**src/spi_sync_pkg.sv**
```systemverilog
// constants for the slave-select synchronised serial port
package spi_sync_pkg;
	localparam logic [11:0] OFFSET_DATA_BUFFER = 12'h000;
	localparam logic [11:0] OFFSET_CONTROL_ONE = 12'h004;
	localparam logic [11:0] OFFSET_CONTROL_THREE = 12'h008;
	localparam logic [11:0] OFFSET_STATUS = 12'h00c;
	localparam logic [11:0] OFFSET_IRQ_STATUS = 12'h010;
	localparam logic [11:0] OFFSET_IRQ_MASK = 12'h014;
	localparam logic [11:0] OFFSET_POWER = 12'h018;
	// control one fields
	localparam int BIT_COLLISION = 7;
	localparam int BIT_OVERFLOW = 6;
	localparam int BIT_ENABLE = 5;
	localparam int BIT_IDLE_POLARITY = 4;
	localparam logic [3:0] MODE_SLAVE_SELECT = 4'h4;
	localparam logic [3:0] MODE_SLAVE_NO_SELECT = 4'h5;
	// status fields
	localparam int BIT_SAMPLE_PHASE = 7;
	localparam int BIT_CLOCK_EDGE = 6;
	localparam int BIT_BUFFER_FULL = 0;
	// control three field
	localparam int BIT_BUFFER_OVERWRITE = 4;
	// interrupt status fields
	localparam int IRQ_BYTE_DONE = 0;
	localparam int IRQ_COLLISION = 1;
	localparam int IRQ_OVERFLOW = 2;
	localparam logic [2:0] IRQ_ALL = 3'h7;
	// reset value and last bit count of a byte
	localparam logic [7:0] RESET_BYTE = 8'h00;
	localparam logic [2:0] BITS_PER_BYTE_LAST = 3'h7;
endpackage

```
**src/spi_sync_slave.sv**
```systemverilog
// slave-select synchronised spi slave with apb register access
// Summary of operation
// - slave-select mode only when port mode field equals 0100 in slave mode
// - slave-select low enables shifting both ways and drives serial output
// - slave-select high releases serial output at once, even mid-byte; the code releases it on the third CLOCK edge after select rises
// - slave-select high or port enable cleared forces bit counter to zero
// - failed transfer returns to start state when slave-select goes high
// - in master mode sleep freezes the transfer, it resumes on wake; master mode is not built here
// - slave shifting follows the external clock in sleep, byte sets flag
// - unmasked byte completion raises wake during sleep, masked gives none
// - eighth bit copies shift register to buffer unless it overflows, sets full flag and irq
//
// Local design decisions: the APB interface to the registers and the placing of the registers.
`timescale 1ns/1ns
module spi_sync_slave (
	input  wire logic        CLOCK,
	input  wire logic        RST,
	input  wire logic        PSEL,
	input  wire logic        PENABLE,
	input  wire logic        PWRITE,
	input  wire logic [11:0] PADDR,
	input  wire logic [31:0] PWDATA,
	output logic      [31:0] PRDATA,
	output logic             PREADY,
	output logic             PSLVERR,
	input  wire logic        SERIAL_CLOCK_PIN,
	input  wire logic        SLAVE_SELECT_N,
	input  wire logic        SERIAL_IN_PIN,
	output logic             SERIAL_OUT_PIN,
	output logic             SERIAL_OUT_OE,
	output logic             IRQ,
	output logic             WAKE
);
	// synchronisers: first stage feeds only the second
	logic [1:0] sck_sync;
	logic [1:0] ss_sync;
	logic [1:0] sdi_sync;
	logic       sck_last;

	logic [7:0] data_buffer;
	logic [7:0] control_one;
	logic [7:0] control_three;
	logic [1:0] status_high;
	logic       buffer_full;
	logic [2:0] irq_status;
	logic [2:0] irq_mask;
	logic       sleep;
	logic [7:0] shift;
	logic [2:0] bit_count;
	logic       tx_pending;

	typedef enum logic [1:0] {IDLE, SHIFTING} phase_type;
	phase_type phase;

	wire       sck = sck_sync[1];
	wire       ss_n = ss_sync[1];
	wire       sdi = sdi_sync[1];
	wire       enable = control_one[spi_sync_pkg::BIT_ENABLE];
	wire [3:0] mode = control_one[3:0];
	wire       ss_mode = enable && (mode == spi_sync_pkg::MODE_SLAVE_SELECT);
	wire       free_mode = enable && (mode == spi_sync_pkg::MODE_SLAVE_NO_SELECT);
	// the slave keeps shifting in sleep; sleep gates only the wake line, the registers stay usable
	wire       active = free_mode || (ss_mode && !ss_n);
	// clearing enable, or raising slave-select in mode 0100, puts the counter back to zero
	wire       logic_reset = !enable || (ss_mode && ss_n);
	// idle level of the clock and edge selection pick sample and launch edges
	wire       idle_pol = control_one[spi_sync_pkg::BIT_IDLE_POLARITY];
	wire       edge_sel = status_high[spi_sync_pkg::BIT_CLOCK_EDGE - 6];
	wire       sck_rise = sck && !sck_last;
	wire       sck_fall = !sck && sck_last;
	wire       lead_edge = idle_pol ? sck_fall : sck_rise;
	wire       trail_edge = idle_pol ? sck_rise : sck_fall;
	wire       sample_edge = edge_sel ? lead_edge : trail_edge;
	wire       launch_edge = edge_sel ? trail_edge : lead_edge;
	wire       sample = active && sample_edge;
	wire       byte_done = sample && (bit_count == spi_sync_pkg::BITS_PER_BYTE_LAST);
	wire [7:0] shifted = {shift[6:0], sdi};

	// apb decode
	wire       access = PSEL && PENABLE;
	wire       wr = access && PWRITE;
	wire       rd = access && !PWRITE;
	wire       hit_buf = (PADDR == spi_sync_pkg::OFFSET_DATA_BUFFER);
	wire       hit_c1 = (PADDR == spi_sync_pkg::OFFSET_CONTROL_ONE);
	wire       hit_c3 = (PADDR == spi_sync_pkg::OFFSET_CONTROL_THREE);
	wire       hit_st = (PADDR == spi_sync_pkg::OFFSET_STATUS);
	wire       hit_is = (PADDR == spi_sync_pkg::OFFSET_IRQ_STATUS);
	wire       hit_im = (PADDR == spi_sync_pkg::OFFSET_IRQ_MASK);
	wire       hit_pw = (PADDR == spi_sync_pkg::OFFSET_POWER);
	wire       mapped = hit_buf || hit_c1 || hit_c3 || hit_st || hit_is || hit_im || hit_pw;
	wire       busy = active && (phase == SHIFTING);
	wire       overwrite_ok = control_three[spi_sync_pkg::BIT_BUFFER_OVERWRITE];
	wire       buf_write = wr && hit_buf;
	// a write while a byte is moving is dropped and flagged as a collision
	wire       collide = buf_write && busy;
	wire       buf_load = buf_write && !busy;
	wire       overflow = byte_done && buffer_full && !overwrite_ok;
	wire [2:0] events = {overflow, collide, byte_done};
	wire [2:0] irq_clear = (wr && hit_is) ? PWDATA[2:0] : 3'h0;
	wire [2:0] next_irq_status = (irq_status & ~irq_clear) | events;
	wire       next_irq = |(next_irq_status & irq_mask);

	logic [7:0] read_byte;
	always_comb begin
		read_byte = 8'h00;
		if (hit_buf)
			read_byte = data_buffer;
		else if (hit_c1)
			read_byte = control_one;
		else if (hit_c3)
			read_byte = control_three;
		else if (hit_st)
			read_byte = {status_high, 5'h00, buffer_full};
		else if (hit_is)
			read_byte = {5'h00, irq_status};
		else if (hit_im)
			read_byte = {5'h00, irq_mask};
		else if (hit_pw)
			read_byte = {7'h00, sleep};
	end

	always_ff @(posedge CLOCK or posedge RST) begin
		if (RST) begin
			sck_sync <= 2'h0;
			ss_sync <= 2'h3;
			sdi_sync <= 2'h0;
			sck_last <= 1'b0;
		end else begin
			sck_sync <= {sck_sync[0], SERIAL_CLOCK_PIN};
			ss_sync <= {ss_sync[0], SLAVE_SELECT_N};
			sdi_sync <= {sdi_sync[0], SERIAL_IN_PIN};
			sck_last <= sck;
		end
	end

	// apb slave: one wait-free access phase, unmapped addresses answer an error
	always_ff @(posedge CLOCK or posedge RST) begin
		if (RST) begin
			PRDATA <= 32'h00000000;
			PREADY <= 1'b0;
			PSLVERR <= 1'b0;
		end else begin
			PREADY <= PSEL && !PENABLE;
			PSLVERR <= PSEL && !PENABLE && !mapped;
			PRDATA <= (PSEL && !PENABLE && !PWRITE) ? {24'h000000, read_byte} : 32'h00000000;
		end
	end

	always_ff @(posedge CLOCK or posedge RST) begin
		if (RST) begin
			control_one <= spi_sync_pkg::RESET_BYTE;
			control_three <= spi_sync_pkg::RESET_BYTE;
			status_high <= 2'h0;
			irq_mask <= 3'h0;
			sleep <= 1'b0;
		end else begin
			if (wr && hit_c3)
				control_three <= PWDATA[7:0];
			if (wr && hit_st)
				status_high <= PWDATA[7:6];
			if (wr && hit_im)
				irq_mask <= PWDATA[2:0] & spi_sync_pkg::IRQ_ALL;
			// any unmasked event ends sleep, as the wake line does
			if (wr && hit_pw)
				sleep <= PWDATA[0];
			else if (next_irq)
				sleep <= 1'b0;
			// a flag event in the same cycle as a software write keeps its flag set
			if (wr && hit_c1)
				control_one <= PWDATA[7:0];
			if (collide)
				control_one[spi_sync_pkg::BIT_COLLISION] <= 1'b1;
			if (overflow)
				control_one[spi_sync_pkg::BIT_OVERFLOW] <= 1'b1;
		end
	end

	// set wins over a clear written in the same cycle
	always_ff @(posedge CLOCK or posedge RST) begin
		if (RST) begin
			irq_status <= 3'h0;
			IRQ <= 1'b0;
			WAKE <= 1'b0;
		end else begin
			irq_status <= next_irq_status;
			IRQ <= next_irq;
			WAKE <= sleep && next_irq;
		end
	end

	always_ff @(posedge CLOCK or posedge RST) begin
		if (RST) begin
			data_buffer <= spi_sync_pkg::RESET_BYTE;
			buffer_full <= 1'b0;
		end else begin
			if (byte_done && !overflow)
				data_buffer <= shifted;
			else if (buf_load)
				data_buffer <= PWDATA[7:0];
			if (byte_done)
				buffer_full <= 1'b1;
			else if (rd && hit_buf && PREADY)
				buffer_full <= 1'b0;
		end
	end

	// serial engine; master mode is not built, so sleep never stops it
	always_ff @(posedge CLOCK or posedge RST) begin
		if (RST) begin
			shift <= spi_sync_pkg::RESET_BYTE;
			bit_count <= 3'h0;
			phase <= IDLE;
			tx_pending <= 1'b0;
		end else if (buf_load) begin
			shift <= PWDATA[7:0];
			tx_pending <= 1'b1;
			bit_count <= 3'h0;
			phase <= IDLE;
		end else if (logic_reset) begin
			bit_count <= 3'h0;
			phase <= IDLE;
		end else if (sample) begin
			shift <= shifted;
			bit_count <= bit_count + 3'h1;
			phase <= byte_done ? IDLE : SHIFTING;
			if (byte_done)
				tx_pending <= 1'b0;
		end else if (active && launch_edge && phase == SHIFTING) begin
			phase <= SHIFTING;
		end
	end

	// output drives while selected, or unselected in mode 0101, and stops on the third CLOCK edge after select rises
	always_ff @(posedge CLOCK or posedge RST) begin
		if (RST) begin
			SERIAL_OUT_PIN <= 1'b0;
			SERIAL_OUT_OE <= 1'b0;
		end else begin
			SERIAL_OUT_OE <= active;
			SERIAL_OUT_PIN <= active ? shift[7] : 1'b0;
		end
	end
endmodule

```
**config.mk**
```make
export PLATFORM = sky130hd
export DESIGN_NAME = spi_sync_slave
export DESIGN_NICKNAME = d
export VERILOG_FILES = /design/src/spi_sync_pkg.sv /design/src/spi_sync_slave.sv
export SDC_FILE = /design/constraint.sdc
export NUM_CORES = 1
export LEC_CHECK = 0
export BUFFER_PORTS_ARGS = -buffer_cell sky130_fd_sc_hd__buf_2
export CAP_MARGIN = 20
export CORE_MARGIN = 8
export CORE_UTILIZATION = 35
export DETAILED_ROUTE_END_ITERATION = 12
export PLACE_DENSITY = 0.55
export RECOVER_POWER = 50
export SLEW_MARGIN = 20
export SYNTH_ARGS = -nofsm -noshare
export SYNTH_HDL_FRONTEND = slang
export SYNTH_SLANG_ARGS = --single-unit
```
**constraint.sdc**
```tcl
create_clock -name CLOCK -period 3.44 [get_ports CLOCK]
set_input_delay 0.516 -clock CLOCK [delete_from_list [all_inputs] [get_ports CLOCK]]
set_output_delay 0.516 -clock CLOCK [all_outputs]
set_load 0.1 [all_outputs]
```
==> results.md, run 1 <==
* Die Footprint at about 0.013 mm^2
* Port Buf Inserts at between 40 and 50
* Initial Util at 0.3567
* Largest family of logic cells by synthesized area: simple AND/OR/NAND/NOR gates
* Yosys top cell area share at 0.4983
* Fraction of layout cells with a size suffix above 1 at 0.2346
* Avg Cell Area, Syn at ~10 um^2
* Clock Skews at around 4.2 ps
* Worst-Skew Late Latency at about 340 ps
* EDFF count, synth at 0
* Prevailing post-synth register cell: dfrtp_1
* Register clock-pin slew on the reported worst setup and hold paths at 70 ps
* # nets final at about 410
* Die height at around 110 um
* Fin Setup TNS at 0 ps
* Clk buf depth at 2
* Pin count of the biggest net entering global routing at 35
* DR WL/cell at approximately 16 um
* Post-cts repair resize count at 0
* Post-DP HPWL at 5499 um
* Psw at ~0.00046 W
* Required @ worst endpoint at about 3600 ps
* Max Cap Viol at 1
* Root Buffer: clkbuf_8
* Synth cell types at 40
* Post-synthesis sequential area ratio at 0.5144
* CP max stage cell: nand3_1
* Worst-margin pin slew at between 1500 and 2000 ps
* Total Power at between 0.0015 and 0.002 W
* Routability cong. at approximately 0.80
* Compound-Gate Fraction of Synth Area at 0.1066
* Num Clock Sinks at 67
* Tot GR Track Use at 0.1264
* Period minus WS final at ~2400 ps
* Pint at around 0.0012 W
* Routed WL at between 7000 and 8000 um
* Initial antenna violation count at 0
* Peak Freq at between 0.4 and 0.5 GHz
* Ordered cell list for the critical path: nor3b_2 -> and3_1 -> and2_2 -> buf_4 -> nand3_1 -> nor2_1 -> a31oi_1
* CP max stage delay at about 510 ps
* Multi-input combinational cell area at 0.001358 mm^2
* Pins Over Slew Limit at 35
* Post-Synth XOR/XNOR Area at 0.005366
* Post-Synthesis Cells at a little over 300
* Simple-Gate Fraction of Synth Area at 0.1698
* Async set-or-reset flop fraction in the synthesized netlist at 1.000
* Detailed Routing Iterations Pass 1 at 4
* Most common cell after layout, fill and taps aside: dfrtp_1
* Pwr/cell area at between 400 and 500 mW/mm^2
* Highest-count cells in the layout ignoring fill and taps: dfrtp_1, buf_2, nor2_1
* Post-CTS Setup Inserts at 0
* Crit. End Element: flip-flop
* Antenna Nets Post-Route at 0
* Die X at 112.6 um
* # DRC at 0
* Worst setup SP type: flip-flop
* Failing checks: max-capacitance violations, max-slew violations
* Post-synthesis instance area at 0.003264 mm^2
* CP max FO at 23
* CTS tree: done
* Gr ovfl total at 0
* Synth area leader: dfrtp_1
* Net Sw Frac at 0.2844
* Synth warnings at 0
* Multiplexer share of the synthesized area at 0.09889
* Yosys reg bits at 67
* WS Path Type: flip-flop to flip-flop
* Comb pwr share at 0.122
* Row count at 35
* I/O pin count at 90
* Hold-fix buffers, CTS at 0
* N_diodes at 0
* H-tree depth at 3
* Sequential Power Share at 0.492
* Final hold violations at 0
* Filler cells at 907
* RSZ-0062 raised after global routing: no
* Top cells by area, synth: dfrtp_1, buf_4, mux2_2, mux2i_1, a31oi_1
* Slew margin rel. at -0.2086
* Period utilisation layout at 0.6965
* Vias in the first global route at between 2000 and 2500
* Vias at 2344
* Core footprint at 0.009153 mm^2
* Worst Path Arrival at between 2000 and 3000 ps
* P_leak at 1.750 nW
* Setup violators final at 0
* Worst VDD drop at ~0.15 mV
* Clock network power share at 0.385
* First-pass GRT wire length at approximately 13000 um
* Initial drt markers at between 90 and 100
* TritonCTS Buffers at 9
* DR vias/cell at 4.998
* Hold crit path type: primary input to async pin
* Register area at 0.001679 mm^2
* Status: complete, but fails checks
* Area delta synth->final at 11.81%
* Post-Synth Adder-Cell Area at 0.007666
[cells by family (layout without fill, tap and decap cells)]
kind of cell,after synthesis,after routing
AO/OA/AOI/OAI,55,55
adder cells (fa/ha/maj),2,2
multiplexers,30,30
AND/OR/NAND/NOR,105,105
buffers and inverters,49,73
flip-flops,67,67
other,1,24
XOR/XNOR,2,2
[worst paths after layout]
kind                                         endpoint                  startpoint  cells past startpoint  slack, ps
max                        data_buffer[0]$_DFFE_PP0P_  control_one[1]$_DFFE_PP0P_                      7       1040
min                        control_one[6]$_DFFE_PP0P_                         RST                      2        190
max reg2reg                data_buffer[0]$_DFFE_PP0P_  control_one[1]$_DFFE_PP0P_                      7       1040
min reg2reg                     sck_sync[1]$_DFF_PP0_       sck_sync[0]$_DFF_PP0_                      0        350
max in group asynchronous  control_one[5]$_DFFE_PP0P_                         RST                      3       1200
min in group CLOCK               ss_sync[0]$_DFF_PP1_              SLAVE_SELECT_N                      1        270
[routing by layer]
layer	vias up	routed length [um]	global-route usage
met5	-	0	0
met4	0	111	0.05935
met3	11	670	0.04026
met2	75	3339	0.1872
met1	1139	3451	0.1634
li1	1119	-	-
[sequential cells by signal, summed over array words and instances (netlist names), 3 cells and up]
register	count
control_three	8
control_one	8
irq_status	3
bit_count	3
data_buffer	8
shift	8
PRDATA	8
irq_mask	3
[synth_stat cells (5+ instances only)]
master	count
and3_1	7
nor2b_1	9
nand2_1	21
and2_1	5
inv_1	9
o21ai_0	15
nand2b_1	14
a21oi_1	8
dfrtp_1	65
nor2_1	29
buf_2	5
mux2_2	18
mux2i_1	12
a22oi_1	5
buf_4	29
a31oi_1	19
[final cells by class]
type / instances / area share
Clock buffer: 15 / 0.05108
Clock inverter: 1 / 0.001371
Sequential cell: 67 / 0.4601
Timing Repair Buffer: 48 / 0.06822
Multi-Input combinational cell: 218 / 0.3720
Tap cell: 111 / 0.03805
Inverter: 9 / 0.009256
[stage by stage]
stage	setup WS (ps)	util	hold slack, ps	cells	instance area [um^2]
after global placement	842.5	0.3788	332.7	453	3467
after CTS	982.0	0.3997	105.5	469	3659
after global routing	723.4	0.3988	232.1	469	3650
after floorplan	1244	-	331.2	334	3351
after detailed placement	768.3	0.3788	335.8	453	3467
final	1044	0.3988	189.4	469	3650
[power groups by stage]
stage,logic [W],registers [W],clock network (W)
after detailed placement,0.000200,0.000814,0
after CTS,0.000201,0.000799,0.000646
after global routing,0.000211,0.000799,0.000682
after global placement,0.000200,0.000814,0
after floorplan,0.000173,0.000823,0
final,0.000199,0.000799,0.000626
[worst max-delay path: cells and delay by family (launching register included)]
| kind | cells | cell delay (ps) |
|---|---|---|
| AND/OR/NAND/NOR | 5 | 1490 |
| buffers and inverters | 1 | 270 |
| AO/OA/AOI/OAI | 1 | 60 |
| flip-flops | 1 | 410 |
(Power assumes the default switching activity.)
==> run 2, diff against run 1 <==
--- a/config.mk
+++ b/config.mk
@@ -5,6 +5,7 @@
 export SDC_FILE = /design/constraint.sdc
 export NUM_CORES = 1
 export LEC_CHECK = 0
+export ABC_AREA = 1
 export BUFFER_PORTS_ARGS = -buffer_cell sky130_fd_sc_hd__buf_2
 export CAP_MARGIN = 20
 export CORE_MARGIN = 8
==> constraint.sdc (replaced) <==
create_clock -name CLOCK -period 2.4 [get_ports CLOCK]
set_input_delay 0.36 -clock CLOCK [delete_from_list [all_inputs] [get_ports CLOCK]]
set_output_delay 0.36 -clock CLOCK [all_outputs]
set_load 0.1 [all_outputs]
==> results.md, run 2 <==
* Area delta synth->final at 14.80%
* Post-Synthesis Cells at 399 (+28%)
* Core footprint at 0.009284 mm^2 (+1.4%)
* Post-Synth Adder-Cell Area at 0.007474 (-0.0001919)
* TritonCTS Buffers at 9 (unchanged)
* Post-Synth XOR/XNOR Area at 0.002616 (-0.002750)
* Worst VDD drop at 0.2897 mV (+92%)
* Pint at 0.001708 W (+47%)
* Die Footprint at 0.01295 mm^2 (+2.2%)
* Detailed Routing Iterations Pass 1 at 4 (unchanged)
* Avg Cell Area, Syn at 8.392 um^2 (-20%)
* Psw at 0.0006832 W (+48%)
* Synth cell types at 30 (-25%)
* # DRC at 0 (unchanged)
* Pwr/cell area at 622.1 mW/mm^2 (+40%)
* Post-synthesis instance area at 0.003348 mm^2 (+2.6%)
* Required @ worst endpoint at 2680 ps (-950 ps)
* Highest-count cells in the layout ignoring fill and taps: nand2_1, dfrtp_1, inv_1
* Slew margin rel. at -0.08905 (+0.1196)
* Tot GR Track Use at 0.1341 (+0.007760)
* Register clock-pin slew on the reported worst setup and hold paths at 80 ps (about the same)
* Gr ovfl total at 0 (unchanged)
* Port Buf Inserts at 41 (unchanged)
* CP max stage cell: dfrtp_1
* Failing checks: max-capacitance violations, max-slew violations
* Antenna Nets Post-Route at 0 (unchanged)
* Multiplexer share of the synthesized area at 0.006726 (-0.09216)
* Final hold violations at 0 (unchanged)
* Max Cap Viol at 1 (unchanged)
* DR WL/cell at 13.75 um (-15%)
* Simple-Gate Fraction of Synth Area at 0.2590 (+0.08917)
* Routed WL at 8042 um (+6.2%)
* Synth area leader: dfrtp_1
* Row count at 35 (unchanged)
* Pins Over Slew Limit at 68 (+94%)
* Clock network power share at 0.408 (+0.023)
* Die height at 113.8 um (+1.1%)
* R2R Setup Slk at 520 ps (-520 ps)
* Fin Setup TNS at 0 ps (unchanged)
* Period utilisation layout at 0.7829 (+0.08648)
* Synth cell count leaders: nand2_1, dfrtp_1, inv_1
* Hold-fix buffers, CTS at 0 (unchanged)
* Die X at 113.8 um (+1.1%)
* Async set-or-reset flop fraction in the synthesized netlist at 1.000 (unchanged)
* Worst Path Arrival at 2160 ps (-420 ps)
* Prevailing post-synth register cell: dfrtp_1
* WS Path Type: flip-flop to flip-flop
* Routability cong. at 0.8016 (about the same)
* Hold crit path type: primary input to flip-flop
* Worst setup SP type: flip-flop
* Vias in the first global route at 2779 (+16%)
* CTS tree: done
* Status: complete, but fails checks
* I/O pin count at 90 (unchanged)
* DR vias/cell at 4.521 (-9.5%)
* Yosys top cell area share at 0.4858 (-0.01248)
* Post-synthesis sequential area ratio at 0.5015 (-0.01288)
* H-tree depth at 3 (unchanged)
* Hold Path Sink: ss_sync[0]$_DFF_PP1_
* Worst-margin pin slew at 1634 ps (-179.4 ps)
* Post-DP HPWL at 6126 um (+11%)
* Initial drt markers at 106 (+8.2%)
* Count leader, synth: nand2_1
* Hold path depth at 1
* Largest family of logic cells by synthesized area: simple AND/OR/NAND/NOR gates
* Period minus WS final at 1879 ps (-516.8 ps)
* P_leak at 2.085 nW (+19%)
* Worst-Skew Late Latency at 340 ps (about the same)
* Clk buf depth at 2 (unchanged)
* Vias at 2645 (+13%)
* Post-cts repair resize count at 0 (unchanged)
* Buffers and inverters on the worst path at 1 (unchanged)
* CP max stage delay at 430 ps (-80 ps)
* R2R cell count at 8 (+1)
* Peak Freq at 0.5322 GHz (+28%)
* Sequential Power Share at 0.479 (-0.013)
* N_diodes at 0 (unchanged)
* Top cells by area, synth: dfrtp_1, nand2_1, buf_4, inv_1, nand3_1
* Post-CTS Setup Inserts at 0 (unchanged)
* Setup violators final at 0 (unchanged)
* # nets final at 505 (+24%)
* Hold Path Origin: SLAVE_SELECT_N
* Yosys reg bits at 67 (unchanged)
* Compound-Gate Fraction of Synth Area at 0.1024 (-0.004163)
* Worst hold slack at 106.3 ps (-83.11 ps)
* Initial Util at 0.3606 (+0.003982)
* Clock Skews at 9.780 ps (+5.629 ps)
* Initial antenna violation count at 0 (unchanged)
* Fraction of layout cells with a size suffix above 1 at 0.2193 (-0.01534)
* Worst reg2reg path endpoint: data_buffer[6]$_DFFE_PP0P_
* First-pass GRT wire length at 13540 um (+7.4%)
* Top delay family on crit path: simple AND/OR/NAND/NOR gates
* Num Clock Sinks at 67 (unchanged)
* EDFF count, synth at 0 (unchanged)
* Most common cell after layout, fill and taps aside: nand2_1
* Root Buffer: clkbuf_8
* Net Sw Frac at 0.2857 (+0.001296)
* RR Startpoint: control_one[3]$_DFFE_PP0P_
* Pin count of the biggest net entering global routing at 68 (+94%)
* CP max FO at 9 (-61%)
* Synth warnings at 0 (unchanged)
* RSZ-0062 raised after global routing: no
* Comb pwr share at 0.113 (-0.009)
* Crit. End Element: flip-flop
* Ordered cell list for the critical path: nor2_4 -> nand3_1 -> nor2_1 -> nand3b_2 -> inv_2 -> nor2_1 -> nand2_1 -> nand2_1
## run 2: cell types whose count changed in the layout (fill, tap and decap cells not counted), sizes merged, moves of 8 or more
cell    change
mux2       -16
o211ai      +8
nand3      +28
nor2b       -9
nand2b     -15
mux2i      -12
a31oi      -17
o21ai      +25
nand2      +93
inv        +41
## run 2: power groups by stage
stage / Sequential [W] / Clock [W] / Combinational, W
CTS: 0.00114 / 0.00101 / 0.000274
global placement: 0.00117 / 0 / 0.000273
detailed placement: 0.00117 / 0 / 0.000274
finish: 0.00114 / 0.000977 / 0.000270
global route: 0.00115 / 0.00105 / 0.000286
floorplan: 0.00118 / 0 / 0.000238
## run 2: cells by family (layout without fill, tap and decap cells)
group | count (synthesis) | in the layout
xor+xnor | 1 | 1
compound gates | 57 | 57
fa+ha+maj | 2 | 2
flops | 67 | 67
simple gates | 190 | 190
buf+inv | 79 | 113
other cells | 1 | 24
mux | 2 | 2
## run 2: worst max path at each step
stage          slack, ps  cells past startpoint                            to                       start
2_1_floorplan        360                      1                 IRQ$_DFF_PP0_                         RST
3_3_place_gp         470                      9           PRDATA[0]$_DFF_PP0_                   PADDR[11]
3_5_place_dp         490                     10  control_three[2]$_DFFE_PP0P_                   PADDR[11]
4_1_cts              510                      8    data_buffer[6]$_DFFE_PP0P_  control_one[3]$_DFFE_PP0P_
5_1_grt              290                      8    data_buffer[2]$_DFFE_PP0P_  control_one[3]$_DFFE_PP0P_
6_report             520                      8    data_buffer[6]$_DFFE_PP0P_  control_one[3]$_DFFE_PP0P_
## run 2: worst reg2reg max path, delay by kind of cell, from the launching register on
| family | cells | cell delay (ps) |
|---|---|---|
| simple gates | 7 | 1280 |
| buf+inv | 1 | 100 |
| flops | 1 | 430 |
## run 2: layer usage
metal,vias up,global-route usage,wire (um)
li1,1330,-,-
met1,1240,0.1610,3474
met2,71,0.2225,3932
met3,4,0.04068,594
met4,0,0.04703,40
met5,-,0,0
## run 2: cell type report
cell class                      instances  area (um^2)
Clock buffer                           11        151.4
Clock inverter                          5        60.06
Fill cell                             980         5440
Inverter                               50        187.7
Multi-Input combinational cell        276         1356
Sequential cell                        67         1679
Tap cell                              129        161.4
Timing Repair Buffer                   47        247.7
## run 2: stage by stage
stage	cells	utilization	area (um^2)	total power, W	setup slack [ps]
global placement	569	0.3929	3647	0.001440	469.3
finish	585	0.4140	3844	0.002391	521.0
floorplan	422	-	3435	0.001417	360.2
detailed placement	569	0.3929	3647	0.001441	495.0
CTS	585	0.4156	3859	0.002429	510.7
global route	585	0.4140	3844	0.002483	294.4
==> run 3, diff against run 2 <==
==> constraint.sdc (replaced) <==
create_clock -name CLOCK -period 1.82 [get_ports CLOCK]
set_input_delay 0.273 -clock CLOCK [delete_from_list [all_inputs] [get_ports CLOCK]]
set_output_delay 0.273 -clock CLOCK [all_outputs]
set_load 0.1 [all_outputs]
==> results.md, run 3 (synthesis results as in run 2) <==
* Status: completed
* Required @ worst endpoint at 2040 ps (-640 ps)
* Post-Place Cell Area at 0.003739 mm^2 (+2.5%)
* Max Cap Viol at 0 (-1)
* First-pass GRT wire length at 12850 um (-5.1%)
* Die Footprint at 0.01295 mm^2 (unchanged)
* RSZ-0062 raised after global routing: no
* Worst Path Arrival at 1900 ps (-260 ps)
* CTS tree: done
* Pin count of the biggest net entering global routing at 68 (unchanged)
* CP max FO at 8 (-1)
* TritonCTS Buffers at 9 (unchanged)
* Pwr/cell area at 757.0 mW/mm^2 (+22%)
* Worst setup margin at 140.0 ps (-380.9 ps)
* Routability cong. at 0.7963 (-0.66%)
* Core footprint at 0.009284 mm^2 (unchanged)
* Fin Setup TNS at 0 ps (unchanged)
* Period minus WS final at 1680 ps (-199.1 ps)
* Root Buffer: clkbuf_8
* Die height at 113.8 um (unchanged)
* I/O pin count at 90 (unchanged)
* Antenna Nets Post-Route at 0 (unchanged)
* Most common cell after layout, fill and taps aside: nand2_1
* Num Clock Sinks at 67 (unchanged)
* Clock Skews at 7.724 ps (-2.056 ps)
* DR vias/cell at 4.525 (about the same)
* Gr ovfl total at 0 (unchanged)
* Area delta synth->final at 16.74%
* Hold crit path type: primary input to flip-flop
* Worst VDD drop at 0.3517 mV (+21%)
* Fraction of layout cells with a size suffix above 1 at 0.2313 (+0.01197)
* Highest-count cells in the layout ignoring fill and taps: nand2_1, dfrtp_1, inv_1
* Initial drt markers at 149 (+41%)
* Routed WL at 7857 um (-2.3%)
* Register clock-pin slew on the reported worst setup and hold paths at 70 ps (about the same)
* # nets final at 516 (+2.2%)
* Vias at 2697 (+2.0%)
* Period utilisation layout at 0.9231 (+0.1401)
* Row count at 35 (unchanged)
* DR WL/cell at 13.18 um (-4.1%)
* Final hold violations at 0 (unchanged)
* P_leak at 2.121 nW (+1.7%)
* Pins Over Slew Limit at 0 (-100%)
* Peak Freq at 0.5952 GHz (+12%)
* Initial Util at 0.3606 (unchanged)
* Port Buf Inserts at 41 (unchanged)
* Initial antenna violation count at 0 (unchanged)
* Die X at 113.8 um (unchanged)
* Worst-Skew Late Latency at 340 ps (about the same)
* # DRC at 0 (unchanged)
* WS Path Type: flip-flop to flip-flop
* Place WS at 120.3 ps (-374.7 ps)
* Tot GR Track Use at 0.1264 (-0.007711)
* Worst-margin pin slew at 1473 ps (-160.6 ps)
* H-tree depth at 3 (unchanged)
* Detailed Routing Iterations Pass 1 at 4 (unchanged)
* Slew margin rel. at 0.01800 (+0.1071)
* Clk buf depth at 2 (unchanged)
* Setup violators final at 0 (unchanged)
* Worst setup SP type: flip-flop
* Vias in the first global route at 2640 (-5.0%)
* Final Cell Area at 0.003909 mm^2 (+1.7%)
* Post-DP HPWL at 6131 um (about the same)
* N_diodes at 0 (unchanged)
* Crit. End Element: flip-flop
==> run 3: path summary, 6_finish.rpt <==
path                                                  from                    endpoint  slack (ps)  cells after the start
min in group asynchronous                              RST          sck_last$_DFF_PP0_         450                      3
max in group asynchronous                              RST  data_buffer[4]$_DFFE_PP0P_         470                      3
worst min register to register       sck_sync[0]$_DFF_PP0_       sck_sync[1]$_DFF_PP0_         360                      0
worst min-delay path                         SERIAL_IN_PIN       sdi_sync[0]$_DFF_PP0_          40                      1
worst max-delay path            control_one[3]$_DFFE_PP0P_  data_buffer[5]$_DFFE_PP0P_         140                     10
worst max register to register  control_one[3]$_DFFE_PP0P_  data_buffer[5]$_DFFE_PP0P_         140                     10
==> run 3: cell type report <==
type                       instances  area [um^2]
fill                             971         5375
sequential                        67         1679
multi-input combinational        276         1361
timing repair buffer              58        344.1
inverter                          50        191.4
tap                              129        161.4
clock buffer                      12        145.1
clock inverter                     4        26.28
==> run 3: per-layer routing <==
metal  up-vias  global-route usage  part of all wire
li1       1359                   -                 -
met1      1269              0.1592              0.46
met2        63              0.2059              0.48
met3         6             0.03856             0.055
met4         0             0.03194             0.012
met5         -                   0                 0
==> run 3: critical path, cell delays in order, from the launching register on <==
cell and delay (ps):
dfrtp_1 420, nor2_4 150, nand3_1 130, nor2_1 160, nand3b_2 200, inv_2 70
buf_12 130, nand2_1 80, nand2_1 80, o21ai_2 70, nand2_1 50
==> run 3: power by group <==
part | internal, W | switching [W]
sequential | 0.00150 | 0.00000703
combinational | 0.0000414 | 0.000320
clock | 0.000530 | 0.000557
==> run 3: what timing repair did <==
item | in CTS | in global routing
setup endpoints to repair | 0 | 1
resized for setup | 0 | 1
buffers inserted | 0 | 0
hold buffers | 0 | 1
endpoints found under the hold margin | 0 | 1
==> run 3: through the flow <==
step           hold WS (ps)  power, W  std cells    util
4_1_cts               9.181  0.003002        595  0.4212
5_1_grt               10.57  0.003078        596  0.4210
2_1_floorplan         277.5  0.001869        422       -
3_5_place_dp          336.3  0.001905        579  0.4027
6_report              36.86  0.002959        596  0.4210
3_3_place_gp          332.0  0.001903        579  0.4027
